### config.mk
export PLATFORM = sky130hd
export DESIGN_NAME = dtrs_receiver
export DESIGN_NICKNAME = d
export VERILOG_FILES = /design/src/rtl/dtrs_receiver.v /design/src/rtl/dtrs_tone_meas.v
export VERILOG_INCLUDE_DIRS = /design/src /design/src/rtl
export SDC_FILE = /design/constraint.sdc
export NUM_CORES = 1
export LEC_CHECK = 0
export BUFFER_PORTS_ARGS = -buffer_cell sky130_fd_sc_hd__buf_4
export CORE_MARGIN = 5
export CORE_UTILIZATION = 54
export CTS_BUF_LIST = sky130_fd_sc_hd__clkbuf_8
export CTS_CLUSTER_SIZE = 28
export DETAILED_ROUTE_END_ITERATION = 8
export PLACE_DENSITY = 0.72
export SYNTH_ARGS = -nofsm -noshare
export SYNTH_HDL_FRONTEND = slang
export SYNTH_HIERARCHICAL = 1
export SYNTH_SLANG_ARGS = --single-unit
### constraint.sdc
create_clock -name sys_clk -period 5.9 [get_ports sys_clk]
set_clock_uncertainty 0.1 [all_clocks]
set_input_delay 0.59 -clock sys_clk [delete_from_list [all_inputs] [get_ports sys_clk]]
set_output_delay 0.59 -clock sys_clk [all_outputs]
set_load 0.05 [all_outputs]
### src/rtl/dtrs_map.vh
// Constants for the tone receive steering port: timing, encodings and register decode.
`ifndef DTRS_MAP_VH
`define DTRS_MAP_VH

// ----------------------------------------------------------------------------
// Clock and timing
// ----------------------------------------------------------------------------
`define DTRS_CLK_PERIOD_NS   10
`define DTRS_SETTLE_NS       100
`define DTRS_SETTLE_CYC      ((`DTRS_SETTLE_NS + `DTRS_CLK_PERIOD_NS - 1) / `DTRS_CLK_PERIOD_NS)
`define DTRS_CNT_W           16
`define DTRS_GUARD_DEF       16'h0400
`define DTRS_PERIOD_W        17
`define DTRS_MATCH_NEED      4'h4
`define DTRS_TOL             17'h00100
// Past the longest half period plus tolerance no tone can match, so the
// comparator is taken as stalled and the tone as gone.
`define DTRS_STALL_CYC       17'h11A00

// ----------------------------------------------------------------------------
// Tone half-periods in 10 ns cycles (low group then high group).
// The slowest low tone needs 17 bits at this clock rate.
// ----------------------------------------------------------------------------
`define DTRS_LO0             17'h11838
`define DTRS_LO1             17'h0FDA7
`define DTRS_LO2             17'h0E53D
`define DTRS_LO3             17'h0CF8F
`define DTRS_HI0             17'h0A18D
`define DTRS_HI1             17'h09231
`define DTRS_HI2             17'h0843C
`define DTRS_HI3             17'h0779B

// ----------------------------------------------------------------------------
// Register decode: reg_select values and status bit positions.
// ----------------------------------------------------------------------------
`define DTRS_RS_DATA         1'b0
`define DTRS_RS_CTRL         1'b1
`define DTRS_STAT_IRQ_BIT    0
`define DTRS_STAT_DS_BIT     2

`endif

### src/rtl/dtrs_receiver.v
// Receive side of a tone transceiver: detector, steering, digit latch and 4-bit MPU port.
// Overview of operation
// - Early steer high while tone pair valid, except in call-progress mode.
// - Count comparator half periods, accept standard tones.
// - Steer input high registers the 4-bit code.
// - Guard output follows early steer after registration.
// - Absent guard expiry after tone loss frees for new pair.
// - Delayed steer flag after short settling delay.
// - Delayed steer flag readable in status.
// - Interrupt mode pulls pin low on flag.
// - Output latch updates on delayed steer rising.
// - Data read drives latched digit on bus.
// - Bus released when select high or phase low.
// - Call-progress mode with interrupt enabled squares input onto pin.
// - Guard timing rejects short tones and dropouts.
// - One status, two control, two data registers.
// - Register select and direction decode registers.
// - Digits use the standard 4-bit encode table.
`timescale 1ns/1ps
`include "dtrs_map.vh"

module dtrs_receiver
(
	input  wire        sys_clk,             // System clock, 100 MHz.
	input  wire        srst,                // Synchronous reset, active high.
	input  wire        low_sq,              // Low-group comparator output.
	input  wire        high_sq,             // High-group comparator output.
	input  wire        cp_sq,               // Call-progress comparator output.
	input  wire [15:0] tone_present_guard,  // Guard cycles for tone present.
	input  wire [15:0] tone_absent_guard,   // Guard cycles for tone absent.
	input  wire        steer_in_guard_in,   // Steer pin level above threshold.
	output reg         steer_in_guard_out,  // Guard output drive level.
	output reg         steer_in_guard_oe_n, // Guard pin drive enable, low drives.
	output reg         early_steer_out,     // Early steering output.
	input  wire        cs_n,                // Chip select, active low.
	input  wire        phase_clk,           // Bus phase clock level.
	input  wire        reg_select,          // Register select.
	input  wire        rd_wr,               // High reads, low writes.
	input  wire [3:0]  data_bus_4b_in,      // Data bus input.
	output reg  [3:0]  data_bus_4b_out,     // Data bus output.
	output reg         data_bus_4b_oe_n,    // Data bus drive enable, low drives.
	output reg         irq_callprog_pin_oe_n, // Open-drain pull, low pulls pin low.
	output reg         irq_callprog_level,  // Square wave level in call-progress mode with interrupt enabled.
	output reg         delayed_steer,       // Delayed steering flag.
	output reg  [3:0]  tx_data,             // Transmit data register.
	output reg  [3:0]  ctrl_a,              // Control register A.
	output reg  [3:0]  ctrl_b               // Control register B.
);

	// ------------------------------------------------------------------------
	// Control bit positions within control register A.
	// ------------------------------------------------------------------------
	localparam IRQ_EN_BIT = 2;               // Interrupt enable.
	localparam CP_BIT     = 0;               // call_progress_mode select.
	localparam CRB_SEL    = 3;               // Next control write goes to B.

	// Steering state machine.
	localparam ST_IDLE = 2'h0;               // Waiting for a tone.
	localparam ST_GUARD = 2'h1;              // Tone present, guarding.
	localparam ST_HELD = 2'h2;               // Registered, waiting for release.
	localparam ST_GAP = 2'h3;                // Tone gone, guarding pause.

	wire        lo_ok;                       // Low tone confirmed.
	wire [1:0]  lo_idx;                      // Low tone row.
	wire        hi_ok;                       // High tone confirmed.
	wire [1:0]  hi_idx;                      // High tone column.
	reg  [1:0]  state;                       // Steering state.
	reg  [15:0] guard_cnt;                   // Steering time-constant model.
	reg  [3:0]  code_hold;                   // Registered code before latch.
	reg  [3:0]  rx_latch;                    // Receive data output latch.
	reg  [7:0]  settle_cnt;                  // Settling delay counter.
	reg         settling;                    // Settling in progress.
	reg         ds_q;                        // Previous delayed steer.
	reg         phase_q;                     // Previous phase level.
	wire        call_progress_mode;          // Call-progress selected.
	wire        irq_en;                      // Interrupt enabled.
	wire        bus_sel;                     // Bus cycle active.
	wire        acc_end;                     // Falling edge of phase.

	assign call_progress_mode = ctrl_a[CP_BIT];
	assign irq_en = ctrl_a[IRQ_EN_BIT];
	assign bus_sel = !cs_n && phase_clk;
	assign acc_end = phase_q && !phase_clk && !cs_n;

	// ------------------------------------------------------------------------
	// Tone encode: row and column to digit code.
	// ------------------------------------------------------------------------
	// digit encode table
	function [3:0] encode;
		input [1:0] row;
		input [1:0] col;
		begin
			if (col == 2'h3)
				encode = (row == 2'h3) ? 4'h0 : {2'h3, row + 2'h1};
			else if (row == 2'h3)
				encode = (col == 2'h0) ? 4'hB : ((col == 2'h1) ? 4'hA : 4'hC);
			else
				encode = {row, 2'h0} - {2'h0, row} + {2'h0, col} + 4'h1;
		end
	endfunction

	dtrs_tone_meas #(.HALF_TABLE({`DTRS_LO3, `DTRS_LO2, `DTRS_LO1, `DTRS_LO0})) u_lo
	(
		.sys_clk (sys_clk),
		.srst    (srst),
		.sq_in   (low_sq),
		.valid   (lo_ok),
		.index   (lo_idx)
	);

	dtrs_tone_meas #(.HALF_TABLE({`DTRS_HI3, `DTRS_HI2, `DTRS_HI1, `DTRS_HI0})) u_hi
	(
		.sys_clk (sys_clk),
		.srst    (srst),
		.sq_in   (high_sq),
		.valid   (hi_ok),
		.index   (hi_idx)
	);

	// ------------------------------------------------------------------------
	// Early steering and steering state machine.
	// ------------------------------------------------------------------------
	// Detection is suppressed in call-progress mode because the input is
	// routed through the call-progress filter instead.
	always @(posedge sys_clk)
	begin
		if (srst)
		begin
			early_steer_out <= 1'b0;
			state <= ST_IDLE;
			guard_cnt <= 16'h0000;
			code_hold <= 4'h0;
			steer_in_guard_out <= 1'b0;
			steer_in_guard_oe_n <= 1'b1;
			settling <= 1'b0;
			settle_cnt <= 8'h00;
			delayed_steer <= 1'b0;
		end
		else
		begin
			early_steer_out <= lo_ok && hi_ok && !call_progress_mode;
			// guard after registration
			// Driving high only once registered keeps the pin from cutting the
			// tone-present guard short.
			steer_in_guard_out <= early_steer_out && (state == ST_HELD || state == ST_GAP);
			steer_in_guard_oe_n <= 1'b0;
			case (state)
				ST_IDLE:
				begin
					guard_cnt <= 16'h0000;
					if (early_steer_out)
						state <= ST_GUARD;
				end
				ST_GUARD:
				begin
					if (!early_steer_out)
						state <= ST_IDLE;
					else if (guard_cnt >= tone_present_guard || steer_in_guard_in)
					begin
						code_hold <= encode(lo_idx, hi_idx);
						settling <= 1'b1;
						settle_cnt <= 8'h00;
						state <= ST_HELD;
					end
					else
						guard_cnt <= guard_cnt + 16'h0001;
				end
				ST_HELD:
				begin
					guard_cnt <= 16'h0000;
					if (!early_steer_out)
						state <= ST_GAP;
				end
				ST_GAP:
				begin
					if (early_steer_out)
						state <= ST_HELD;
					else if (guard_cnt >= tone_absent_guard)
					begin
						delayed_steer <= 1'b0;
						state <= ST_IDLE;
					end
					else
						guard_cnt <= guard_cnt + 16'h0001;
				end
				default:
					state <= ST_IDLE;
			endcase
			if (settling)
			begin
				if (settle_cnt == `DTRS_SETTLE_CYC - 1)
				begin
					settling <= 1'b0;
					delayed_steer <= 1'b1;
				end
				else
					settle_cnt <= settle_cnt + 8'h01;
			end
		end
	end

	// ------------------------------------------------------------------------
	// Output latch, registers and bus port.
	// ------------------------------------------------------------------------
	always @(posedge sys_clk)
	begin
		if (srst)
		begin
			ds_q <= 1'b0;
			rx_latch <= 4'h0;
			phase_q <= 1'b0;
			tx_data <= 4'h0;
			ctrl_a <= 4'h0;
			ctrl_b <= 4'h0;
			data_bus_4b_out <= 4'h0;
			data_bus_4b_oe_n <= 1'b1;
			irq_callprog_pin_oe_n <= 1'b1;
			irq_callprog_level <= 1'b0;
		end
		else
		begin
			ds_q <= delayed_steer;
			phase_q <= phase_clk;
			if (delayed_steer && !ds_q)
				rx_latch <= code_hold;
			data_bus_4b_oe_n <= !(bus_sel && rd_wr);
			if (reg_select == `DTRS_RS_DATA)
				data_bus_4b_out <= rx_latch;
			else
				data_bus_4b_out <= {1'b0, delayed_steer, 1'b0, delayed_steer && irq_en};
			if (acc_end && !rd_wr)
			begin
				if (reg_select == `DTRS_RS_DATA)
					tx_data <= data_bus_4b_in;
				else if (ctrl_a[CRB_SEL])
				begin
					ctrl_b <= data_bus_4b_in;
					ctrl_a[CRB_SEL] <= 1'b0;
				end
				else
					ctrl_a <= data_bus_4b_in;
			end
			irq_callprog_level <= call_progress_mode && irq_en && cp_sq;
			irq_callprog_pin_oe_n <= !(irq_en &&
				(call_progress_mode ? !cp_sq : delayed_steer));
		end
	end

endmodule

### src/rtl/dtrs_tone_meas.v
// Measures one comparator square wave and reports which of four tones it matches.
`timescale 1ns/1ps
`include "dtrs_map.vh"

module dtrs_tone_meas
#(
	parameter [67:0] HALF_TABLE = 68'h0    // Four 17-bit nominal half periods.
)
(
	input  wire       sys_clk,   // System clock.
	input  wire       srst,      // Synchronous reset, active high.
	input  wire       sq_in,     // Comparator square wave.
	output reg        valid,     // A tone has matched steadily.
	output reg  [1:0] index      // Which of the four tones.
);

	reg  [16:0] run_cnt;     // Cycles since last edge.
	reg         sq_q;        // Previous input level.
	reg  [1:0]  last_idx;    // Tone matched by the last half period.
	reg  [3:0]  streak;      // Consecutive matching half periods.

	// ------------------------------------------------------------------------
	// Tolerant match against one nominal half period.
	// ------------------------------------------------------------------------
	function near;
		input [16:0] meas;
		input [16:0] nom;
		begin
			near = (meas + `DTRS_TOL >= nom) && (meas <= nom + `DTRS_TOL);
		end
	endfunction

	reg        hit;
	reg  [1:0] hit_idx;
	integer    k;

	// Comparing against all four tones at once keeps the decision to one cycle.
	always @*
	begin
		hit = 1'b0;
		hit_idx = 2'h0;
		for (k = 0; k < 4; k = k + 1)
		begin
			if (near(run_cnt, HALF_TABLE[k*17 +: 17]))
			begin
				hit = 1'b1;
				hit_idx = k[1:0];
			end
		end
	end

	// ------------------------------------------------------------------------
	// Count between edges; several agreeing half periods confirm the tone.
	// ------------------------------------------------------------------------
	always @(posedge sys_clk)
	begin
		if (srst)
		begin
			run_cnt <= 17'h00000;
			sq_q <= 1'b0;
			last_idx <= 2'h0;
			streak <= 4'h0;
			valid <= 1'b0;
			index <= 2'h0;
		end
		else
		begin
			sq_q <= sq_in;
			if (sq_in != sq_q)
			begin
				// An edge ends a half period.
				run_cnt <= 17'h00000;
				if (hit && (hit_idx == last_idx || streak == 4'h0))
				begin
					if (streak != `DTRS_MATCH_NEED)
						streak <= streak + 4'h1;
					last_idx <= hit_idx;
					valid <= (streak + 4'h1 >= `DTRS_MATCH_NEED);
					index <= hit_idx;
				end
				else
				begin
					// Any off-frequency half period drops the tone at once.
					streak <= 4'h0;
					valid <= 1'b0;
				end
			end
			else if (run_cnt >= `DTRS_STALL_CYC)
			begin
				// Input stalled: no tone.
				streak <= 4'h0;
				valid <= 1'b0;
			end
			else
			begin
				run_cnt <= run_cnt + 17'h00001;
			end
		end
	end

endmodule

-- After elaboration in Yosys (flattened, before gate mapping)
Cells that the tools add are included.
- add/sub/neg operators: 12
- magnitude comparators: 22
- equality and inequality tests: 23
- multiplexer cells: 64
- bitwise logic cells: 2
- reductions and logical operators: 56
- operators with widths (cell ; count):
    17-bit by 16-bit >= comparator with 1-bit output, second input constant ; 6
    17-bit by 16-bit less-or-equal comparator with 1-bit output, second input constant ; 6
    16-bit two-way mux ; 4
    17-bit >= comparator, second input constant ; 3
    16-bit one-hot mux with 3 select lines ; 1
    4-bit two-way mux ; 11
    8-bit two-way mux ; 5
    17-bit by 1-bit adder with 17-bit output, second input constant ; 2
    17-bit by 9-bit adder with 17-bit output, second input constant ; 2
    16-bit >= comparator ; 2
    1-bit two-way mux ; 29
    1-bit logical AND ; 23
    2-bit two-way mux ; 10
    17-bit by 15-bit >= comparator with 1-bit output, second input constant ; 1
    17-bit by 15-bit less-or-equal comparator with 1-bit output, second input constant ; 1
    17-bit less-or-equal comparator, second input constant ; 1
    16-bit by 1-bit adder with 16-bit output, second input constant ; 1
    4-bit by 1-bit adder with 4-bit output, second input constant ; 3
    2-bit != test, second input constant ; 6
    2-bit AND reduction ; 6
    3-bit two-way mux ; 3
    3-bit != test, second input constant ; 3
    3-bit AND reduction ; 3
    8-bit by 1-bit adder with 8-bit output, second input constant ; 1
    other kinds (20) ; 46
- flip-flop bits (word level): 110
- bits of input ports: 46
- output and inout port bits: 23

-- Depth between registers and ports, before layout
Gate-level depths: netlist (run 1).
- word-level depth: 11
- mapped depth: 12

-- Hierarchy
The synthesis (run 1) kept the hierarchy.
- modules (own cells, without submodules) (module ; times used ; cells an instance ; area each (um^2)):
    dtrs_receiver ; 1 ; 410 ; 3444.6
    dtrs_tone_meas at u_hi ; 1 ; 280 ; 2138.3
    dtrs_tone_meas at u_lo ; 1 ; 272 ; 2089.5

-- Worst setup path after synthesis (run 1)
No wires, ideal clock.
- path type: register to register
- from: register u_hi.run_cnt[8], in the netlist u_hi/near.meas[8]
- to: register u_hi.streak[0]
- setup time: 0.116 ns
- arrival: 2.868 ns
- setup slack: 2.817 ns
- cell stages (with the launch flop): 13
- buffers on the path: 1
- path through: dfxtp_1 -> clkbuf_1 -> inv_1 -> ha_1 -> nand3b_1 -> a211oi_1 -> a211oi_1 -> a2111oi_2 -> nand2_1 -> a32o_2 -> o21ai_4 -> o21ai_0 -> and3b_1
- cells in the longest elaborated chain, start to end: 11
- elaborated cells between the ends (all ways): 29
- those cells by class: add/sub (1); order compare (9); eq/ne (2); mux (9); reduce/logical (8)
- ends and longest elaborated chain (element ; RTL line ; text):
    from (decl) ; dtrs_tone_meas.v:17 ; reg [16:0] run_cnt;
    from (signal assigned) ; dtrs_tone_meas.v:96 ; run_cnt <= run_cnt + 17'h00001;
    17-bit by 9-bit adder with 17-bit output (no line) ; -- ;
    17-bit by 16-bit >= comparator with 1-bit output ; dtrs_tone_meas.v:29 ; near = (meas + `DTRS_TOL >= nom) && (meas <= nom + `DTRS_TOL);
    1-bit logical AND ; dtrs_tone_meas.v:29 ;
    1-bit two-way mux ; dtrs_tone_meas.v:44 ; if (near(run_cnt, HALF_TABLE[k*17 +: 17]))
    2-bit two-way mux (2 in a row) ; dtrs_tone_meas.v:44 ;
    2-bit == test ; dtrs_tone_meas.v:73 ; if (hit && (hit_idx == last_idx || streak == 4'h0))
    1-bit logical OR ; dtrs_tone_meas.v:73 ;
    1-bit logical AND ; dtrs_tone_meas.v:73 ;
    3-bit != test (no line) or 4-bit two-way mux (tied branches) ; -- ;
    2-bit AND reduction (no line) or 4-bit two-way mux (tied branches) ; -- ;
    to (signal assigned) ; dtrs_tone_meas.v:76 ; streak <= streak + 4'h1;
    to (decl) ; dtrs_tone_meas.v:20 ; reg [3:0] streak;
Several ways; a longest one is shown, not always the timed one.
A chain may end at the register's enable or synchronous reset.

-- Worst setup path after layout (run 1)
- from: register u_hi.run_cnt[8], in the netlist u_hi/near.meas[8]
- to: register u_hi.streak[2]
The elaborated chain is that of the path after synthesis.

==> results.ini, run 1 <==
[outcome]
status=complete, no violations

[logic_synthesis]
synth_seq_cells=110
synth_area_per_cell_um2=7.98
seq_area_frac_synth_pct=28.7
synthFlopType=dfxtp_1
ys_top_cells_by_area=dfxtp_1 (29%), ha_1 (9.5%), nor2_1 (4.5%), nand2_1 (4.4%), a21oi_1 (3.6%)
synth_edf_count=0
synth_cell_types=93
postSynthCellCount=962
synth.net_count=1067
ys_async_sr_fraction_pct=0
synth_top_area_cell=dfxtp_1
mappedNetlistArea_um2=7670
synth_top_area_share_pct=28.7
yosys_warnings=6

[cells_and_area]
areaGrowthSynthToFinish_pct=8.59
drive_above_1_share_pct=12.3
nNetsFinal=1091
antenna_cells=0

[drt]
drt-pass1-iter-count=5
drt-vias-per-instance=5.77
wl_per_cell_um=14.3
drt-total-wl_um=16700
vias=6756
drt-initial-drc-count=499
ant_nets=0
drc=0

[setup_path]
cpPeakStageDelay_ns=0.69
reg2reg_slack_ns=2.51
critPathBufInv=1
crit_start=u_hi/near.meas[8]
cp_data_arrival_time_ns=3.61
worst_path_max_delay_cell=dfxtp_1
critPathTopFamily=compound AO/OA/AOI/OAI gates
worstPathRequired_ns=6.12
path_max_fanout=17
path_class=register to register
path_depth=11
crit_path_cell_trace=inv_1 -> ha_1 -> nand3b_1 -> a211oi_1 -> a211oi_1 -> a2111oi_2 -> nand2_1 -> a41oi_1 -> o21ai_4 -> o21bai_1 -> a211oi_1
r2r-start=u_hi/near.meas[8]
worstRegToRegCells=11
crit_end=u_hi/streak[2]
crit_path_end_kind=register
r2r_end=u_hi/streak[2]
cp-start-kind=register
critPathMostFrequentCell=a211oi_1

[floorplan]
dieArea_um2=16700
rows=43
fp.dieH_um=129
ioPinCount=69
coreArea_um2=13900
die_x_um=129
start_util_pct=55.3

[sta]
worst-slew-pin-transition_ns=1.07
fmax_mhz=295
fin_tns_setup_ns=0
period_minus_slack_ns=3.39
setup_viol=0
hold_viol_final=0
slew_violations=0
max_slew_margin_pct=28.3
hold_slack_ns=0.291
fin_crit_sh_pct=57.4
rsz0062_at_grt=no

[placed_design]
hpwl_um=12200
gp_routability_congestion=0.920
portBuffers=68

[clock_tree]
clkTransAtPathRegs_ns=0.12
clk_latency_ns=0.40
cts_buffers=9
hold_buffers=0
ctsResizeCount=0
htreeDepth=3
root_buffer=clkbuf_8
cts.path.max_buffers=2
clock_sinks=110
post_cts_buffers=0
cts_tree=yes

[power]
peakVddDrop_v=0.000172
p_seq_share_pct=57.6
p_per_area_nw_per_um2=156
p_sw_uw=351
power_leakage_nw=3.35
p_sw_share_pct=26.9
total_power_mw=1.30
p_int_uw=953
pwr-share-clk_pct=35.8
p_comb_share_pct=6.6

[global_routing]
antenna_found_initial=0
grt_pass1_vias=6090
grt_max_degree=59
grt_pass1_wl_um=28900
overflow=0
grt_usage_pct=20.6

[worst_hold_path]
worstHoldStart=rd_wr
whs_path_depth=2
hold_path.class=input port to register

[run]
maxCapViolCount=0

placed cells by master (no fill, tap or decap), types with 22 or more instances in the layout:
cell type    n
buf_4       68
xnor2_1     22
inv_1       69
ha_1        58
nand2_1     90
nor2_1      92
nand4_1     26
dfxtp_1    110
a21oi_1     55
o21ai_0     34
nand3_1     31
xor2_1      24
metrics by stage:
step	setup WS, ns	util, %	cells	instance area (um2)
global placement	2.64	58.6	1155	8130
detailed placement	2.54	58.6	1155	8130
floorplan	2.82	-	962	7670
finish	2.51	60.0	1171	8330
global route	2.18	60.0	1171	8330
CTS	2.51	60.0	1171	8330
state kept, by name, indices dropped and copies added, names as in the netlist, 4 cells and up, named ones only:
name             cells
rx_latch             4
ctrl_b               4
guard_cnt           16
u_lo/near.meas      17
settle_cnt           8
data_bus_4b_out      4
code_hold            4
u_lo/streak          4
u_hi/streak          4
u_hi/near.meas      17
ctrl_a               4
tx_data              4
layout make-up:
class | instances | area, um2
flip-flops and latches | 110 | 2200
clock inverters | 7 | 77.6
repair buffers | 68 | 510
clock buffers | 9 | 124
inverters | 69 | 259
fillers | 1306 | 5550
well taps | 180 | 225
multi-input cells | 728 | 4930
cells by family after synthesis:
kind of cell | Yosys count | synth area share (%)
adder cells (fa/ha/maj) | 59 | 9.72
flip-flops | 110 | 28.7
AO/OA/AOI/OAI | 216 | 20.5
buffers and inverters | 124 | 7.00
multiplexers | 20 | 2.61
AND/OR/NAND/NOR | 387 | 26.2
XOR/XNOR | 46 | 5.25
synth_stat cells (all sizes together), types with 4 or more instances:
master,instances
a21boi,4
ha,58
or4,10
nor2,92
a22oi,4
buf,23
nor4,10
or2,8
and2,12
o21ai,39
nand4,26
nor3,16
nor3b,6
dfxtp,110
or3,15
clkbuf,32
nand3b,4
o21a,4
nand4b,5
a2111oi,4
a211oi,16
and4,6
nor2b,10
a311oi,7
a31oi,10
o2111ai,4
and3,22
inv,69
nand2b,12
nand3,32
o211ai,10
a21o,9
o31ai,6
xnor2,22
xor2,24
a31o,5
a41oi,5
a21oi,58
nand2,90
mux2i,20
power by group through the flow:
| stage | clock network, mW | registers (mW) | logic [mW] |
|---|---|---|---|
| finish | 0.467 | 0.751 | 0.0855 |
| global route | 0.512 | 0.752 | 0.0970 |
| CTS | 0.484 | 0.751 | 0.0866 |
| detailed placement | 0 | 0.768 | 0.0862 |
| global placement | 0 | 0.768 | 0.0851 |
| floorplan | 0 | 0.770 | 0.0463 |
routing by layer:
| layer | track usage [%] | up-vias | routed length [um] |
|---|---|---|---|
| met5 | 0 | - | 0 |
| met4 | 4.14 | 0 | 193 |
| met3 | 5.11 | 19 | 756 |
| met2 | 32.2 | 133 | 7700 |
| met1 | 29.0 | 3104 | 8090 |
| li1 | - | 3500 | - |
worst min path at each step:
stage / endpoint / slack (ns)
after floorplan: u_lo/valid / 0.33
after global placement: irq_callprog_pin_oe_n / 0.34
after detailed placement: u_lo/valid / 0.34
after CTS: data_bus_4b_oe_n / 0.27
after global routing: data_bus_4b_oe_n / 0.26
final: data_bus_4b_oe_n / 0.29
No activity file was read; power rests on OpenSTA's default activity.
==> run 2: changes to the inputs <==
==> constraint.sdc (replaced) <==
create_clock -name sys_clk -period 3.28 [get_ports sys_clk]
set_clock_uncertainty 0.1 [all_clocks]
set_input_delay 0.328 -clock sys_clk [delete_from_list [all_inputs] [get_ports sys_clk]]
set_output_delay 0.328 -clock sys_clk [all_outputs]
set_load 0.05 [all_outputs]
==> results.ini, run 2 (same netlist as run 1, synthesis figures left out) <==
[setup_path]
path_class=register to register
crit_path_cell_trace=nand2_1 -> or4_1 -> a222oi_1 -> a31oi_1 -> a2111oi_4 -> a31oi_2 -> a21oi_4 -> nor2_1 -> a311oi_1
worstPathRequired_ns=3.49
path_max_fanout=12
critPathTopFamily=compound AO/OA/AOI/OAI gates
cp-start-kind=register
cpPeakStageDelay_ns=0.52
worst_path_max_delay_cell=or4_1
crit_path_end_kind=register
cp_data_arrival_time_ns=3.22
critPathBufInv=0

[placed_design]
portBuffers=68
hpwl_um=12600
dp_slack_ns=0.0782
gp_routability_congestion=0.872
place_inst=1169

[power]
peakVddDrop_v=0.000258
total_power_mw=2.40
p_comb_share_pct=6.4
p_sw_uw=618
pwr-share-clk_pct=37.4
power_leakage_nw=3.43
p_per_area_nw_per_um2=284
p_int_mw=1.79
p_sw_share_pct=25.7
p_seq_share_pct=56.2

[sta]
fmax_mhz=332
fin_tns_setup_ns=0
period_minus_slack_ns=3.01
fin_crit_sh_pct=91.8
max_slew_margin_pct=52.3
setup_viol=0
fin_ws_ns=0.271
worst-slew-pin-transition_ns=0.716
rsz0062_at_grt=no
hold_viol_final=0
slew_violations=0

[cells_and_area]
layout_common_cells=dfxtp_1 (105), nor2_1 (92), nand2_1 (90)
multi_input_area_um2=4950
drive_above_1_share_pct=14.0
regArea_um2=2210
antenna_cells=0
nNetsFinal=1105
final_util_pct=61.1
reg_top3=u_hi/near.meas x17, u_lo/near.meas x17, guard_cnt x16
final_common_cell=dfxtp_1
areaGrowthSynthToFinish_pct=10.5
finalNonFillerCells=1185
fillers=1308

[clock_tree]
cts_tree=yes
cts_buffers=9
cts.path.max_buffers=2
root_buffer=clkbuf_8
htreeDepth=3
post_cts_buffers=0
clkTransAtPathRegs_ns=0.12
clk_latency_ns=0.40
clock_sinks=110

[floorplan]
coreArea_um2=13900
ioPinCount=69
die_x_um=129
start_util_pct=55.3
rows=43
fp.dieH_um=129
dieArea_um2=16700

[global_routing]
grt_usage_pct=20.7
grt_max_degree=59
grt_pass1_vias=6290
overflow=0
antenna_found_initial=0
grt_pass1_wl_um=29000

[outcome]
status=complete, no violations

[drt]
wl_per_cell_um=14.5
vias=6861
drt-total-wl_um=17200
ant_nets=0
drt-vias-per-instance=5.79
drt-pass1-iter-count=6
drc=0
drt-initial-drc-count=470

[run]
maxCapViolCount=0

[worst_hold_path]
hold_path.class=input port to register

## run 2: metrics by stage
stage | cell area [um2] | hold WS, ns
after detailed placement | 8240 | 0.349
final | 8480 | 0.0215
after floorplan | 7670 | 0.256
after global routing | 8480 | 0.00214
after CTS | 8450 | 0.00742
after global placement | 8240 | 0.345
## run 2: path summary, 6_finish.rpt
check | startpoint | endpoint | slack, ns | depth (start not counted)
worst max register to register | u_lo/near.meas[8] | u_lo/last_idx[1] | 0.27 | 9
worst min-delay path | rd_wr | data_bus_4b_oe_n | 0.02 | 2
worst max-delay path | u_lo/near.meas[8] | u_lo/last_idx[1] | 0.27 | 9
worst min register to register | u_lo/valid | u_lo/valid | 0.36 | 2
## run 2: layer usage
| layer | vias up | part of all wire, % | track usage [%] |
|---|---|---|---|
| li1 | 3536 | - | - |
| met1 | 3163 | 47 | 27.5 |
| met2 | 148 | 47 | 34.4 |
| met3 | 14 | 4.9 | 4.82 |
| met4 | 0 | 1.2 | 4.57 |
| met5 | - | 0 | 0 |
## run 2: worst reg2reg max path: cells and delay by family, from the launching register on
family / cells / cell delay, ns
compound gates: 6 / 1.62
simple gates: 3 / 0.74
flops: 1 / 0.47
## run 2: power by group through the flow
stage / clock network, mW / logic (mW) / registers (mW)
after floorplan: 0 / 0.0833 / 1.39
after global placement: 0 / 0.153 / 1.38
after detailed placement: 0 / 0.155 / 1.38
after CTS: 0.934 / 0.156 / 1.35
after global routing: 0.989 / 0.173 / 1.35
final: 0.899 / 0.153 / 1.35
## run 2: timing repair
| action | CTS | global route |
|---|---|---|
| hold buffers | 0 | 0 |
| gates resized for setup | 0 | 8 |
| endpoints found under the setup margin | 0 | 14 |
## run 2: area by class of cell
class	instances	area share, %
tap	180	2.66
sequential	110	26.1
clock buffer	9	1.46
multi-input combinational	728	58.5
inverter	69	3.06
timing repair buffer	82	7.26
clock inverter	7	1.06
==> run 3: changes to the inputs <==
--- a/config.mk
+++ b/config.mk
@@ -12,7 +12,7 @@
 export CTS_BUF_LIST = sky130_fd_sc_hd__clkbuf_8
 export CTS_CLUSTER_SIZE = 28
 export DETAILED_ROUTE_END_ITERATION = 8
-export PLACE_DENSITY = 0.72
+export PLACE_DENSITY_LB_ADDON = 0.15
 export SYNTH_ARGS = -nofsm -noshare
 export SYNTH_HDL_FRONTEND = slang
 export SYNTH_HIERARCHICAL = 1
==> results.ini, run 3 (same netlist as run 1, synthesis figures left out) <==
[global_routing]
overflow=0
grt_max_degree=35
grt_pass1_wl_um=29700
antenna_found_initial=0
grt_pass1_vias=6557
grt_usage_pct=21.1

[sta]
period_minus_slack_ns=3.07
fin_tns_setup_ns=0
slew_violations=0
setup_viol=0
fin_crit_sh_pct=93.7
hold_viol_final=0
hold_slack_ns=0.0293
max_slew_margin_pct=48.4
worst-slew-pin-transition_ns=0.755
fmax_mhz=326
rsz0062_at_grt=no

[power]
total_power_mw=2.32
p_per_area_nw_per_um2=273
peakVddDrop_v=0.000253
power_leakage_nw=3.45

[floorplan]
fp.dieH_um=129
coreArea_um2=13900
die_x_um=129
rows=43
start_util_pct=55.3
ioPinCount=69
dieArea_um2=16700

[clock_tree]
cts.path.max_buffers=2
cts_buffers=9
htreeDepth=3
hold_buffers=0
clkTransAtPathRegs_ns=0.11
cts_tree=yes
clk_latency_ns=0.39
clock_sinks=110
root_buffer=clkbuf_8

[setup_path]
critPathTopFamily=compound AO/OA/AOI/OAI gates
crit_path_end_kind=register
critPathMostFrequentCell=a221oi_2
worst_path_max_delay_cell=or4_4
worstPathRequired_ns=3.48
cp-start-kind=register
path_class=register to register
cpPeakStageDelay_ns=0.57
cp_data_arrival_time_ns=3.27
critPathBufInv=0
crit_path_cell_trace=or4_4 -> a311o_1 -> a221oi_2 -> or2_1 -> a221oi_2 -> a32o_2 -> o21ai_4 -> o21ai_0 -> and3b_1
path_max_fanout=9

[run]
maxCapViolCount=0

[drt]
wl_per_cell_um=14.3
drt-vias-per-instance=5.84
drc=0
drt-initial-drc-count=421
ant_nets=0
vias=6956
drt-pass1-iter-count=5
drt-total-wl_um=17100

[cells_and_area]
reg_top3=u_hi/near.meas x17, u_lo/near.meas x17, guard_cnt x16
antenna_cells=0
final_common_cell=dfxtp_1
drive_above_1_share_pct=14.2
areaGrowthSynthToFinish_pct=10.6
layout_common_cells=dfxtp_1 (108), nor2_1 (92), nand2_1 (90)
nNetsFinal=1111
fillers=1316

[outcome]
status=complete, no violations

[placed_design]
gp_routability_congestion=0.878
portBuffers=68
hpwl_um=12700

[worst_hold_path]
hold_path.class=input port to register

-- run 3: cell count changes in the layout (fill, tap and decap cells not counted), sizes merged --
| cell | delta |
|---|---|
| a21oi | +1 |
| buf | +5 |
| bufinv | -1 |
| clkinv | +2 |
| inv | -1 |
-- run 3: cell type report --
cell class                      instances  area (um2)  area share, %
Timing Repair Buffer                   87         653           7.70
Multi-Input combinational cell        729        4950           58.3
Clock inverter                          7        71.3          0.840
Tap cell                              180         225           2.65
Inverter                               69         259           3.05
Clock buffer                            9         124           1.46
Sequential cell                       110        2200           26.0
-- run 3: report_power, final --
| group | switching (mW) | total [mW] | leakage (nW) | internal (mW) |
|---|---|---|---|---|
| clock network | 0.513 | 0.809 | 0.102 | 0.296 |
| registers | 0.00859 | 1.35 | 0.889 | 1.34 |
| logic | 0.0856 | 0.156 | 2.46 | 0.0703 |
| total | 0.607 | 2.32 | 3.45 | 1.71 |
-- run 3: repair_timing --
action | 4_1_cts | 5_1_grt
hold endpoints to repair | 0 | 0
gates resized for setup | 0 | 3
setup endpoints to repair | 0 | 14
setup buffers | 0 | 1
-- run 3: routing by layer --
metal | vias up | track usage [%] | share of wire (%)
li1 | 3541 | - | -
met3 | 21 | 4.41 | 4.5
met1 | 3251 | 27.6 | 47
met2 | 143 | 35.3 | 47
met5 | - | 0 | 0
met4 | 0 | 5.81 | 1.2
-- run 3: path summary, 6_finish.rpt --
path | start | depth (start not counted) | slack, ns | end
worst min register to register | u_lo/valid | 2 | 0.37 | u_lo/valid
worst max register to register | u_hi/near.meas[0] | 9 | 0.21 | u_hi/streak[0]
worst min-delay path | rd_wr | 2 | 0.03 | data_bus_4b_oe_n
worst max-delay path | u_hi/near.meas[0] | 9 | 0.21 | u_hi/streak[0]
-- run 3: stage by stage --
| step | std cells | instance area [um2] | worst slack (ns) | utilization [%] |
|---|---|---|---|---|
| after detailed placement | 1173 | 8270 | 0.133 | 59.5 |
| final | 1191 | 8490 | 0.208 | 61.1 |
| after global routing | 1191 | 8490 | 0.0250 | 61.1 |
| after CTS | 1189 | 8460 | 0.101 | 61.0 |
| after floorplan | 962 | 7670 | 0.197 | - |
| after global placement | 1173 | 8270 | 0.227 | 59.5 |
-- run 3: worst reg2reg max path: stages (launching register included) --
cell	delay, ns
dfxtp_1	0.41
or4_4	0.57
a311o_1	0.40
a221oi_2	0.38
or2_1	0.18
a221oi_2	0.07
a32o_2	0.31
o21ai_4	0.27
o21ai_0	0.12
and3b_1	0.18
